<file path="config.mk">
export PLATFORM = sky130hd
export DESIGN_NAME = psc_power_ctrl
export DESIGN_NICKNAME = d
export VERILOG_FILES = /design/src/rtl/psc_pkg.sv /design/src/rtl/psc_tmr_if.sv /design/src/rtl/psc_power_ctrl.sv /design/src/rtl/psc_idle_timer.sv /design/src/rtl/psc_clk_mux.sv
export SDC_FILE = /design/constraint.sdc
export NUM_CORES = 1
export LEC_CHECK = 0
export ABC_AREA = 1
export BUFFER_PORTS_ARGS = -buffer_cell sky130_fd_sc_hd__clkbuf_2
export CAP_MARGIN = 0
export CELL_PAD_IN_SITES_DETAIL_PLACEMENT = 1
export CELL_PAD_IN_SITES_GLOBAL_PLACEMENT = 2
export CORE_UTILIZATION = 28
export DETAILED_ROUTE_END_ITERATION = 6
export HOLD_SLACK_MARGIN = 0.08
export PLACE_DENSITY = 0.89
export SYNTH_ARGS = -nofsm -noshare
export SYNTH_HDL_FRONTEND = slang
export SYNTH_SLANG_ARGS = --single-unit
</file>
<file path="constraint.sdc">
create_clock -name core_clk -period 2.34 [get_ports core_clk]
set_input_delay 0.117 -clock core_clk [delete_from_list [all_inputs] [get_ports core_clk]]
set_output_delay 0.117 -clock core_clk [all_outputs]
set_load 0.05 [all_outputs]
</file>
<file path="src/rtl/psc_pkg.sv">
// Functional notes
// - Reset loads mode register with 40 hex
// - Bit 7 runs or stops slow oscillator
// - Bit 6 runs or stops fast oscillator
// - Bit 5 picks idle timer clock source
// - Bit 4 picks core clock source
// - Timer fast with core slow forces low speed
// - Low three bits select idle timer window
// - Only five legal upper-nibble states, in order
// - Non-adjacent state writes ignored, register unchanged
// - Any reset leaves high speed mode
// - Low speed to high speed only via dual
// - Halt bit 7 write enters halt on the next core tick
// - High speed halt stops clock and oscillator
// - Reset leaves halt, restarts with reset values
// - Wake-up transition ends halt, always delayed
// - Wake loads timer 256, clocks after underflow
// - Instruction clock is fast oscillator over five
// - Wake delay counts only with enough amplitude
// - Halt-disable option ignores halt requests
// - Window field selects 4k to 64k cycles
package psc_pkg;
    // Register byte addresses
    localparam logic [11:0] PSC_ADDR_MODE   = 12'h000;
    localparam logic [11:0] PSC_ADDR_HALT   = 12'h004;
    localparam logic [11:0] PSC_ADDR_STATUS = 12'h008;
    // Mode register layout
    localparam logic [7:0]  PSC_MODE_RESET  = 8'h40;
    localparam int          PSC_BIT_SLOW_ON = 7;
    localparam int          PSC_BIT_FAST_ON = 6;
    localparam int          PSC_BIT_TSRC    = 5;
    localparam int          PSC_BIT_CSEL    = 4;
    localparam logic [7:0]  PSC_MODE_WMASK  = 8'hF7;
    localparam int          PSC_BIT_HALT    = 7;
    // Legal upper-nibble states in sequence order
    localparam logic [3:0]  PSC_ST_HIGH     = 4'h4;
    localparam logic [3:0]  PSC_ST_HI_DUAL  = 4'hC;
    localparam logic [3:0]  PSC_ST_DUAL     = 4'hE;
    localparam logic [3:0]  PSC_ST_DUAL_LO  = 4'hF;
    localparam logic [3:0]  PSC_ST_LOW      = 4'hB;
    localparam logic [2:0]  PSC_IDX_BAD     = 3'h7;
    // Timing
    localparam logic [2:0]  PSC_INSTR_DIV   = 3'h5;
    localparam logic [16:0] PSC_WAKE_COUNT  = 17'h00100;
    localparam int          PSC_WIN_BASE    = 12;
    localparam logic [2:0]  PSC_WIN_MAX     = 3'h4;
    localparam int          PSC_TMR_W       = 17;
    // Bus answers
    localparam logic [1:0]  PSC_RESP_OKAY   = 2'h0;
    localparam logic [1:0]  PSC_RESP_SLVERR = 2'h2;

    typedef enum logic [2:0] {
        PSC_RUN  = 3'b001,
        PSC_HALT = 3'b010,
        PSC_WAKE = 3'b100
    } psc_state_t;
endpackage

</file>
<file path="src/rtl/psc_tmr_if.sv">
`timescale 1ns/1ps
interface psc_tmr_if;
    logic       tick;
    logic       load;
    logic [2:0] win_sel;
    logic       window_evt;
    logic       underflow;
    modport timer (input tick, input load, input win_sel, output window_evt, output underflow);
    modport ctrl  (output tick, output load, output win_sel, input window_evt, input underflow);
endinterface

</file>
<file path="src/rtl/psc_power_ctrl.sv">
`timescale 1ns/1ps
module psc_power_ctrl
    import psc_pkg::*;
(
    // Clock and reset
    input  wire logic        core_clk,
    input  wire logic        rst,
    // AXI4-Lite slave
    input  wire logic [11:0] s_axi_awaddr,
    input  wire logic        s_axi_awvalid,
    output logic             s_axi_awready,
    input  wire logic [31:0] s_axi_wdata,
    input  wire logic [3:0]  s_axi_wstrb,
    input  wire logic        s_axi_wvalid,
    output logic             s_axi_wready,
    output logic [1:0]       s_axi_bresp,
    output logic             s_axi_bvalid,
    input  wire logic        s_axi_bready,
    input  wire logic [11:0] s_axi_araddr,
    input  wire logic        s_axi_arvalid,
    output logic             s_axi_arready,
    output logic [31:0]      s_axi_rdata,
    output logic [1:0]       s_axi_rresp,
    output logic             s_axi_rvalid,
    input  wire logic        s_axi_rready,
    // Pins
    input  wire logic        fast_osc_input,
    input  wire logic        slow_osc_input,
    input  wire logic        amp_ok,
    input  wire logic        wake_pin,
    input  wire logic        halt_disable,
    // Clock outputs
    output logic             fast_osc_enable,
    output logic             slow_osc_enable,
    output logic             core_clk_out,
    output logic             prog_clk_enable,
    output logic             instr_tick
);
    import psc_pkg::*;

    psc_tmr_if tif ();

    // Pin synchronisers
    logic [4:0] meta_ff;
    logic [4:0] sync_ff;
    logic       fast_d_ff;
    logic       slow_d_ff;
    logic       wake_d_ff;
    always_ff @(posedge core_clk) begin
        if (rst) begin
            meta_ff   <= '0;
            sync_ff   <= '0;
            fast_d_ff <= 1'b0;
            slow_d_ff <= 1'b0;
            wake_d_ff <= 1'b0;
        end else begin
            meta_ff   <= {halt_disable, wake_pin, amp_ok, slow_osc_input, fast_osc_input};
            sync_ff   <= meta_ff;
            fast_d_ff <= sync_ff[0];
            slow_d_ff <= sync_ff[1];
            wake_d_ff <= sync_ff[3];
        end
    end
    logic fast_lvl;
    logic slow_lvl;
    logic amp_lvl;
    logic halt_dis_lvl;
    logic fast_rise;
    logic slow_rise;
    logic wake_rise;
    assign fast_lvl     = sync_ff[0];
    assign slow_lvl     = sync_ff[1];
    assign amp_lvl      = sync_ff[2];
    assign halt_dis_lvl = sync_ff[4];
    assign fast_rise    = fast_lvl & ~fast_d_ff;
    assign slow_rise    = slow_lvl & ~slow_d_ff;
    assign wake_rise    = sync_ff[3] & ~wake_d_ff;

    // Mode register
    logic [7:0] mode_ff;
    logic       slow_on;
    logic       fast_on;
    logic       tsrc_slow;
    logic       csel_slow;
    logic       eff_tsrc_slow;
    assign slow_on       = mode_ff[PSC_BIT_SLOW_ON];
    assign fast_on       = mode_ff[PSC_BIT_FAST_ON];
    assign tsrc_slow     = mode_ff[PSC_BIT_TSRC];
    assign csel_slow     = mode_ff[PSC_BIT_CSEL];
    // Invalid pairing treated as low speed
    assign eff_tsrc_slow = tsrc_slow | csel_slow;

    function automatic logic [2:0] state_idx(input logic [3:0] nib);
        unique case (nib)
            PSC_ST_HIGH:    state_idx = 3'h0;
            PSC_ST_HI_DUAL: state_idx = 3'h1;
            PSC_ST_DUAL:    state_idx = 3'h2;
            PSC_ST_DUAL_LO: state_idx = 3'h3;
            PSC_ST_LOW:     state_idx = 3'h4;
            default:        state_idx = PSC_IDX_BAD;
        endcase
    endfunction

    // Instruction clock: every fifth fast oscillator edge
    logic [2:0] div_ff;
    logic       itick_ff;
    always_ff @(posedge core_clk) begin
        if (rst) begin
            div_ff   <= '0;
            itick_ff <= 1'b0;
        end else begin
            itick_ff <= 1'b0;
            if (fast_rise) begin
                if (div_ff == PSC_INSTR_DIV - 3'h1) begin
                    div_ff   <= '0;
                    itick_ff <= 1'b1;
                end else begin
                    div_ff <= div_ff + 3'h1;
                end
            end
        end
    end
    assign instr_tick = itick_ff;

    // AXI4-Lite write side, one write at a time
    logic        aw_ff;
    logic        w_ff;
    logic [11:0] awaddr_ff;
    logic [31:0] wdata_ff;
    logic        wstrb0_ff;
    logic        bvalid_ff;
    logic [1:0]  bresp_ff;
    logic        wr_go;
    assign s_axi_awready = ~aw_ff & ~bvalid_ff;
    assign s_axi_wready  = ~w_ff & ~bvalid_ff;
    assign wr_go         = aw_ff & w_ff & ~bvalid_ff;
    always_ff @(posedge core_clk) begin
        if (rst) begin
            aw_ff     <= 1'b0;
            w_ff      <= 1'b0;
            awaddr_ff <= '0;
            wdata_ff  <= '0;
            wstrb0_ff <= 1'b0;
            bvalid_ff <= 1'b0;
            bresp_ff  <= PSC_RESP_OKAY;
        end else begin
            if (s_axi_awvalid && s_axi_awready) begin
                aw_ff     <= 1'b1;
                awaddr_ff <= s_axi_awaddr;
            end
            if (s_axi_wvalid && s_axi_wready) begin
                w_ff      <= 1'b1;
                wdata_ff  <= s_axi_wdata;
                wstrb0_ff <= s_axi_wstrb[0];
            end
            if (wr_go) begin
                aw_ff     <= 1'b0;
                w_ff      <= 1'b0;
                bvalid_ff <= 1'b1;
                bresp_ff  <= (awaddr_ff == PSC_ADDR_MODE || awaddr_ff == PSC_ADDR_HALT ||
                              awaddr_ff == PSC_ADDR_STATUS) ? PSC_RESP_OKAY : PSC_RESP_SLVERR;
            end else if (s_axi_bready) begin
                bvalid_ff <= 1'b0;
            end
        end
    end
    assign s_axi_bvalid = bvalid_ff;
    assign s_axi_bresp  = bresp_ff;

    logic       wr_mode;
    logic       wr_halt;
    logic       wr_stat;
    logic [2:0] idx_old;
    logic [2:0] idx_new;
    logic       step_ok;
    assign wr_mode = wr_go & wstrb0_ff & (awaddr_ff == PSC_ADDR_MODE);
    assign wr_halt = wr_go & wstrb0_ff & (awaddr_ff == PSC_ADDR_HALT);
    assign wr_stat = wr_go & wstrb0_ff & (awaddr_ff == PSC_ADDR_STATUS);
    assign idx_old = state_idx(mode_ff[7:4]);
    assign idx_new = state_idx(wdata_ff[7:4]);
    // Legal and equal or one step away; low to high is four steps
    assign step_ok = (idx_new != PSC_IDX_BAD) &&
                     ((idx_new == idx_old) || (idx_new == idx_old + 3'h1) ||
                      (idx_new + 3'h1 == idx_old));

    always_ff @(posedge core_clk) begin
        if (rst) begin
            mode_ff <= PSC_MODE_RESET;
        end else if (wr_mode && step_ok) begin
            // Reserved bit 3 held at zero
            mode_ff <= wdata_ff[7:0] & PSC_MODE_WMASK;
        end
    end

    // Halt sequencing
    psc_state_t state_ff;
    psc_state_t nxt_state;
    logic       halt_pend_ff;
    logic       core_tick;
    assign core_tick = csel_slow ? slow_rise : itick_ff;

    always_ff @(posedge core_clk) begin
        if (rst) begin
            halt_pend_ff <= 1'b0;
        end else if (state_ff != PSC_RUN) begin
            halt_pend_ff <= 1'b0;
        end else if (wr_halt && wdata_ff[PSC_BIT_HALT] && !halt_dis_lvl) begin
            halt_pend_ff <= 1'b1;
        end
    end

    always_comb begin
        nxt_state = state_ff;
        unique case (state_ff)
            PSC_RUN:  if (halt_pend_ff && core_tick) nxt_state = PSC_HALT;
            PSC_HALT: if (wake_rise) nxt_state = PSC_WAKE;
            PSC_WAKE: if (tif.underflow) nxt_state = PSC_RUN;
        endcase
    end

    always_ff @(posedge core_clk) begin
        if (rst) begin
            state_ff <= PSC_RUN;
        end else begin
            state_ff <= nxt_state;
        end
    end

    // Idle timer hookup
    assign tif.load    = (state_ff == PSC_HALT) && wake_rise;
    assign tif.win_sel = mode_ff[2:0];
    always_comb begin
        unique case (state_ff)
            PSC_RUN:  tif.tick = eff_tsrc_slow ? slow_rise : itick_ff;
            PSC_HALT: tif.tick = 1'b0;
            PSC_WAKE: tif.tick = itick_ff & amp_lvl;
            default:  tif.tick = 1'b0;
        endcase
    end

    psc_idle_timer u_timer (
        .core_clk (core_clk),
        .rst      (rst),
        .tif      (tif)
    );

    // Window flag, write one to clear, set wins
    logic win_flag_ff;
    always_ff @(posedge core_clk) begin
        if (rst) begin
            win_flag_ff <= 1'b0;
        end else if (tif.window_evt) begin
            win_flag_ff <= 1'b1;
        end else if (wr_stat && wdata_ff[2]) begin
            win_flag_ff <= 1'b0;
        end
    end

    // Oscillator and core clock outputs
    logic fast_en_ff;
    logic slow_en_ff;
    logic prog_en_ff;
    always_ff @(posedge core_clk) begin
        if (rst) begin
            fast_en_ff <= 1'b1;
            slow_en_ff <= 1'b0;
            prog_en_ff <= 1'b1;
        end else begin
            // Wake forces the fast oscillator for the start-up count
            fast_en_ff <= (fast_on && nxt_state == PSC_RUN) || nxt_state == PSC_WAKE;
            slow_en_ff <= slow_on;
            prog_en_ff <= nxt_state == PSC_RUN;
        end
    end
    assign fast_osc_enable = fast_en_ff;
    assign slow_osc_enable = slow_en_ff;
    assign prog_clk_enable = prog_en_ff;

    psc_clk_mux u_mux (
        .core_clk (core_clk),
        .rst      (rst),
        .fast_lvl (fast_lvl),
        .slow_lvl (slow_lvl),
        .sel_slow (csel_slow),
        .run      (state_ff == PSC_RUN),
        .clk_out  (core_clk_out)
    );

    // AXI4-Lite read side
    logic        rvalid_ff;
    logic [31:0] rdata_ff;
    logic [1:0]  rresp_ff;
    assign s_axi_arready = ~rvalid_ff;
    always_ff @(posedge core_clk) begin
        if (rst) begin
            rvalid_ff <= 1'b0;
            rdata_ff  <= '0;
            rresp_ff  <= PSC_RESP_OKAY;
        end else if (s_axi_arvalid && s_axi_arready) begin
            rvalid_ff <= 1'b1;
            rresp_ff  <= PSC_RESP_OKAY;
            unique case (s_axi_araddr)
                PSC_ADDR_MODE:   rdata_ff <= {24'h000000, mode_ff};
                PSC_ADDR_HALT:   rdata_ff <= {24'h000000, state_ff != PSC_RUN, 7'h00};
                PSC_ADDR_STATUS: rdata_ff <= {28'h0000000, eff_tsrc_slow, win_flag_ff,
                                              state_ff == PSC_WAKE, state_ff == PSC_HALT};
                default: begin
                    rdata_ff <= '0;
                    rresp_ff <= PSC_RESP_SLVERR;
                end
            endcase
        end else if (s_axi_rready) begin
            rvalid_ff <= 1'b0;
        end
    end
    assign s_axi_rvalid = rvalid_ff;
    assign s_axi_rdata  = rdata_ff;
    assign s_axi_rresp  = rresp_ff;
endmodule // psc_power_ctrl

</file>
<file path="src/rtl/psc_idle_timer.sv">
`timescale 1ns/1ps
module psc_idle_timer (
    // Clock and reset
    input wire logic core_clk,
    input wire logic rst,
    // Control side
    psc_tmr_if.timer tif
);
    import psc_pkg::*;

    logic [PSC_TMR_W-1:0] cnt_ff;
    logic [PSC_TMR_W-1:0] nxt_cnt;
    logic                 window_ff;
    logic                 under_ff;
    logic [2:0]           sel;

    assign sel     = (tif.win_sel > PSC_WIN_MAX) ? PSC_WIN_MAX : tif.win_sel;
    assign nxt_cnt = cnt_ff - 17'h00001;

    always_ff @(posedge core_clk) begin
        if (rst) begin
            cnt_ff <= '0;
        end else if (tif.load) begin
            cnt_ff <= PSC_WAKE_COUNT;
        end else if (tif.tick) begin
            cnt_ff <= nxt_cnt;
        end
    end

    // Window tap toggles once per 2^(12+sel) ticks
    always_ff @(posedge core_clk) begin
        if (rst) begin
            window_ff <= 1'b0;
            under_ff  <= 1'b0;
        end else begin
            window_ff <= tif.tick & ~tif.load &
                         (cnt_ff[PSC_WIN_BASE+sel] ^ nxt_cnt[PSC_WIN_BASE+sel]);
            under_ff  <= tif.tick & ~tif.load & (cnt_ff == 17'h00001);
        end
    end

    assign tif.window_evt = window_ff;
    assign tif.underflow  = under_ff;
endmodule // psc_idle_timer

</file>
<file path="src/rtl/psc_clk_mux.sv">
`timescale 1ns/1ps
module psc_clk_mux (
    // Clock and reset
    input  wire logic core_clk,
    input  wire logic rst,
    // Sources, already synchronised
    input  wire logic fast_lvl,
    input  wire logic slow_lvl,
    // Control
    input  wire logic sel_slow,
    input  wire logic run,
    // Gated core clock
    output logic      clk_out
);
    logic en_fast_ff;
    logic en_slow_ff;
    logic clk_ff;

    // Enables move only while own source is low, never both on
    always_ff @(posedge core_clk) begin
        if (rst) begin
            en_fast_ff <= 1'b0;
            en_slow_ff <= 1'b0;
        end else begin
            if (!fast_lvl) begin
                en_fast_ff <= run & ~sel_slow & ~en_slow_ff;
            end
            if (!slow_lvl) begin
                en_slow_ff <= run & sel_slow & ~en_fast_ff;
            end
        end
    end

    always_ff @(posedge core_clk) begin
        if (rst) begin
            clk_ff <= 1'b0;
        end else begin
            clk_ff <= (fast_lvl & en_fast_ff) | (slow_lvl & en_slow_ff);
        end
    end

    assign clk_out = clk_ff;
endmodule // psc_clk_mux

</file>
### Yosys cells after proc, flatten, opt, wreduce, memory -nomap -nowiden

Index checks and enable logic that the tools add are counted.

* $lt $le $gt $ge: 2
* equal/unequal tests: 26
* multiplexer cells: 27
* $add $sub $neg: 5
* bitwise operators: 36
* reduce and logical (&&, ||, !) cells: 28

Operator list (count)
* 4-bit == test (second input constant): 8
* 32-bit by 6-bit less-than comparator with 1-bit output (second input constant): 1
* 3-bit case mux with 5 select lines: 2
* 12-bit by 3-bit == test with 1-bit output (second input constant): 2
* 12-bit by 4-bit == test with 1-bit output (second input constant): 2
* 12-bit logical NOT: 2
* 8-bit case mux with 3 select lines: 1
* 1-bit bitwise AND: 21
* 9-bit 2-to-1 mux: 2
* 17-bit by 1-bit == test with 1-bit output (second input constant): 1
* 17-bit by 1-bit subtractor with 17-bit output (second input constant): 1
* 3-bit 2-to-1 mux: 5
* 1-bit inverter: 12
* 1-bit logical AND: 11
* 1-bit 2-to-1 mux: 11
* 1-bit binary-select mux with 5-bit select: 2
* 3-bit by 1-bit adder with 3-bit output (second input constant): 3
* 3-bit == test: 3
* 3-bit == test (second input constant): 3
* 3-bit case mux with 3 select lines: 1
* 4-bit by 3-bit == test with 1-bit output (second input constant): 2
* 2-bit nonzero test: 4
* 2-bit OR reduction: 4
* 3-bit by 1-bit == test with 1-bit output (second input constant): 2
* 12 further kinds: 18

* output and inout bits: 46
* word-level logic and storage cells: 155
* input port bits: 72
* register bits after elaboration: 115

### Depth between registers and ports, before layout

* depth after elaboration: 9
* depth in mapped cells: 18
* mapped depth without buffers: 16

### By module

From an unflattened synthesis, not the netlist that was laid out.

* cells, all modules: 645
* area total of the unflattened synthesis: 4436.8 µm²

By module, submodules not included
* psc_power_ctrl: times used 1, cells an instance 459, sequential area each 1321.3 µm², area an instance 3186.8 µm²
* psc_idle_timer: times used 1, cells an instance 170, sequential area each 380.4 µm², area an instance 1133.6 µm²
* psc_clk_mux: times used 1, cells an instance 16, sequential area each 60.1 µm², area an instance 116.4 µm²

### Least setup slack after synthesis

Ideal clock, no wire load.

* path type: flip-flop to flip-flop
* from: register bvalid_ff (netlist: s_axi_bvalid)
* to: register wdata_ff[7]
* slack: 0.267 ns
* period minus slack after synthesis: 2.073 ns
* cell stages (with the launch flop): 6
* buffers on the path: 1
* library setup time: 0.127 ns
* arrival time: 1.945 ns
* data required time: 2.213 ns
* path through: dfxtp_1 -> nor2_1 -> nand2_1 -> clkbuf_1 -> o21ai_0 -> a21oi_1

* longest elaborated chain between the ends: 3

Ends and longest elaborated chain
* from (decl): line psc_power_ctrl.sv:131 `logic bvalid_ff;`
* from (signal assigned): line psc_power_ctrl.sv:144 `bvalid_ff <= 1'b0;`
* from (signal assigned): line psc_power_ctrl.sv:159 `bvalid_ff <= 1'b1;`
* from (signal assigned): line psc_power_ctrl.sv:163 `bvalid_ff <= 1'b0;`
* 1-bit inverter: line psc_power_ctrl.sv:135 `assign s_axi_wready = ~w_ff & ~bvalid_ff;`
* 1-bit bitwise AND: line psc_power_ctrl.sv:135
* via s_axi_wready: line psc_power_ctrl.sv:15 `output logic s_axi_wready,`
* 1-bit logical AND: line psc_power_ctrl.sv:151 `if (s_axi_wvalid && s_axi_wready) begin`
* to (signal assigned): line psc_power_ctrl.sv:153 `wdata_ff <= s_axi_wdata;`
* to (decl): line psc_power_ctrl.sv:129 `logic [31:0] wdata_ff;`

The timed path passes the listed nets, and every way through them passes these cells.
A chain may end at the register's enable or synchronous reset.

### Final worst setup path

* from: register wdata_ff[5]
* to: register mode_ff[1]

* longest elaborated chain between the ends: 7
* elaborated cells between the ends (all ways): 15
* classes of those cells: add/sub (1); eq/ne (9); mux (1); reduce/logical (4)

Ends and longest elaborated chain
* 4-bit == test or 4-bit by 3-bit == test with 1-bit output (tied branches): line psc_power_ctrl.sv:94 `unique case (nib)`
* 3-bit case mux with 5 select lines *: line psc_power_ctrl.sv:94
* 3-bit by 1-bit adder with 3-bit output or 3-bit == test (tied branches): line psc_power_ctrl.sv:184, psc_power_ctrl.sv:183
* 3-bit == test or 1-bit logical OR (tied branches): line psc_power_ctrl.sv:184, psc_power_ctrl.sv:183
* 1-bit logical OR: line psc_power_ctrl.sv:183 `((idx_new == idx_old) || (idx_new == idx_old + 3'h1) ||`
* 1-bit logical AND *: line psc_power_ctrl.sv:182 `assign step_ok = (idx_new != PSC_IDX_BAD) &&`
* 1-bit logical AND *: line psc_power_ctrl.sv:189 `end else if (wr_mode && step_ok) begin`
* to (signal assigned): line psc_power_ctrl.sv:191 `mode_ff <= wdata_ff[7:0] & PSC_MODE_WMASK;`
* to (decl): line psc_power_ctrl.sv:80 `logic [7:0] mode_ff;`

Every way passes the cells marked *; elsewhere a longest branch is shown, timed or not.

==> impl_metrics.env <==
export IMPL_status="finished, final reports clean"
export IMPL_clk_latency_ns=0.35
export IMPL_cp_max_fo=7
export IMPL_async_flop_share=0
export IMPL_cp_slowest_cell="dfxtp_1"
export IMPL_synth_flop_cell="dfxtp_1"
export IMPL_post_route_period_util=0.953
export IMPL_ctsRootBufferMaster="clkbuf_16"
export IMPL_rr_endpoint="mode_ff[1]"
export IMPL_cts_buffers=9
export IMPL_synth_top_area_share=0.401
export IMPL_holdWs_ns=0.0914
export IMPL_netlist_top_cells_area="dfxtp_1, nand2_1, nor2_1"
export IMPL_crit_top_cell="ha_1"
export IMPL_first_pass_iters=4
export IMPL_synth_cells=638
export IMPL_io_pins=118
export IMPL_seq_area_frac_synth=0.401
export IMPL_hold_depth=3
export IMPL_die_w_um=127
export IMPL_avgSynthCellArea_um2=6.88
export IMPL_cellPowerDensity_nw_per_um2=664
export IMPL_ys_warn_count=0
export IMPL_initial_core_util=0.288
export IMPL_overflow=0
export IMPL_diodes=0
export IMPL_reg2reg_slack_ns=0.11
export IMPL_min_path_type="in -> reg"
export IMPL_ant_nets=0
export IMPL_cp_end_kind="register"
export IMPL_h_tree_depth=3
export IMPL_io_buffers=63
export IMPL_antenna_found_initial=0
export IMPL_placed_area_um2=4860
export IMPL_synthToLayoutAreaGrowth_pct=23.9
export IMPL_clkTransAtPathRegs_ns=0.07
export IMPL_synth_area_leader_cell="dfxtp_1"
export IMPL_ys_ff_latch=88
export IMPL_clk_path_buf_depth=2
export IMPL_fillers=1963
export IMPL_nNetsFinal=810
export IMPL_setup_viol_count_final=0
export IMPL_finalHoldViolCount=0
export IMPL_slew_violations=0
export IMPL_drv_cap=0
export IMPL_ir_drop_uv=338
export IMPL_reg2reg_depth=10
export IMPL_die_area_um2=16200
export IMPL_vias=4128
export IMPL_place_gp_congestion=0.751
export IMPL_grt_start_max_net_pins=34
export IMPL_synth_distinct_cells=38
export IMPL_min_to="s_axi_rvalid"
export IMPL_fmax_mhz=448
export IMPL_core_area_um2=15300
export IMPL_drc=0
export IMPL_post_dp_hpwl_um=8450
export IMPL_drtIter0Drc=137
export IMPL_cp_slowest_stage_delay_ns=0.38
export IMPL_path_cells="nand2_1 > a21oi_2 > nand2_2 > ha_1 > ha_1 > xor2_2 > nand3_2 > nand3_4 > a21oi_1 > nor2_1"
export IMPL_synth_edff_count=0
export IMPL_required_ns=2.57
export IMPL_rows=45
export IMPL_synth_common_cells="nand2_1, nor2_1, dfxtp_1"
export IMPL_cts_tree="built"
export IMPL_critPathArrivalTime_ns=2.46
export IMPL_grt_usage=0.150
export IMPL_syn_area_um2=4390
export IMPL_p_leak_uw=0.00253
export IMPL_clock_skew_ns=0.00530
export IMPL_critPathKind="reg -> reg"
export IMPL_worst_setup_path_start_kind="register"
export IMPL_fin_area_um2=5440
export IMPL_period_minus_slack_ns=2.23
export IMPL_postCtsSetupBuffers=0
export IMPL_yosysMostFrequentCell="nand2_1"
export IMPL_routed_wl_um=11600
export IMPL_clkSinkCount=88
export IMPL_wl_per_cell_um=12.2
export IMPL_grt_pass1_vias=4052
export IMPL_rr_startpoint="wdata_ff[5]"
export IMPL_grt_pass1_wl_um=19200
export IMPL_drive_above_1_share=0.166
export IMPL_hp_start="s_axi_rready"
export IMPL_avgViaCountPerCell=4.36
export IMPL_dieHeight_um=127
## sequential cells by signal, summed over array words and instances (netlist names), 3 cells and up
register and flops:
awaddr_ff 12, div_ff 3, meta_ff 5, mode_ff 7, s_axi_rdata 8, state_ff 3, sync_ff 5, u_timer.cnt_ff 17
wdata_ff 7
## placed cells by master, fill, tap and decap left out, types with 9 or more instances in the layout
cell / n
buf_4: 9
dlygate4sd3_1: 26
nand3_1: 33
dfxtp_1: 88
a21oi_1: 47
nand2_1: 121
nand2_2: 10
inv_1: 85
clkbuf_2: 63
nor3_1: 10
clkbuf_16: 9
conb_1: 26
nor2_1: 100
o21ai_0: 37
## worst max-delay path by stage
stage                      start           to  slack [ns]  depth (start not counted)
floorplan           s_axi_bvalid  wdata_ff[7]        0.27                          5
global placement     wdata_ff[4]   mode_ff[5]        0.22                         12
detailed placement   wdata_ff[4]   mode_ff[2]        0.14                         12
CTS                  wdata_ff[4]   mode_ff[1]        0.08                         12
global route         wdata_ff[5]   mode_ff[1]      -0.007                         12
finish               wdata_ff[5]   mode_ff[1]        0.11                         10
## through the flow
stage	setup WS, ns	std cells	TNS [ns]	util	total power [µW]
final	0.109	946	0	0.356	3610
after detailed placement	0.135	904	0	0.318	2120
after global placement	0.222	904	0	0.318	2110
after floorplan	0.267	663	0	-	2040
after global routing	-0.00706	946	-0.00706	0.356	3770
after CTS	0.0773	945	0	0.355	3640
## kinds of logic after synthesis
group,count (synthesis),share of synthesized area
and+or+nand+nor,300,0.301
buffers and inverters,135,0.141
AOI/OAI and AO/OA,103,0.128
DFF,88,0.401
adders and majority gates,7,0.0200
xor gates and xnor gates,4,0.00798
other,1,0.000855
## where the power goes
part | total [µW] | switching, µW | internal (µW)
Clock | 1480 | 627 | 851
Sequential | 1590 | 31.4 | 1560
Combinational | 545 | 383 | 163
Total | 3610 | 1040 | 2570
## layer usage
layer | vias up | share of wire | GRT usage
li1 | 2158 | - | -
met1 | 1882 | 0.49 | 0.187
met2 | 76 | 0.47 | 0.252
met3 | 12 | 0.034 | 0.0373
met4 | 0 | 0.013 | 0.0462
met5 | - | 0 | 0
## cell type report
class | instances | area [µm²] | area share
clock buffer | 10 | 239 | 0.0440
clock inverter | 5 | 57.6 | 0.0106
inverter | 93 | 349 | 0.0642
multi-input combinational | 441 | 2120 | 0.390
sequential | 88 | 1760 | 0.324
tap | 211 | 264 | 0.0486
timing repair buffer | 98 | 643 | 0.118
## timing repair
action / 4_1_cts / 5_1_grt
hold endpoints to repair: 26 / 0
endpoints found under the setup margin: 0 / 7
gates resized for setup: 0 / 3
hold buffers: 26 / 0
## critical path, delay by kind of cell (launching register included)
kind / cells / cell delay [ns]
and+or+nand+nor: 5 / 0.57
adders and majority gates: 2 / 0.56
AOI/OAI and AO/OA: 2 / 0.41
DFF: 1 / 0.38
xor gates and xnor gates: 1 / 0.19
(Power assumes the default switching activity.)
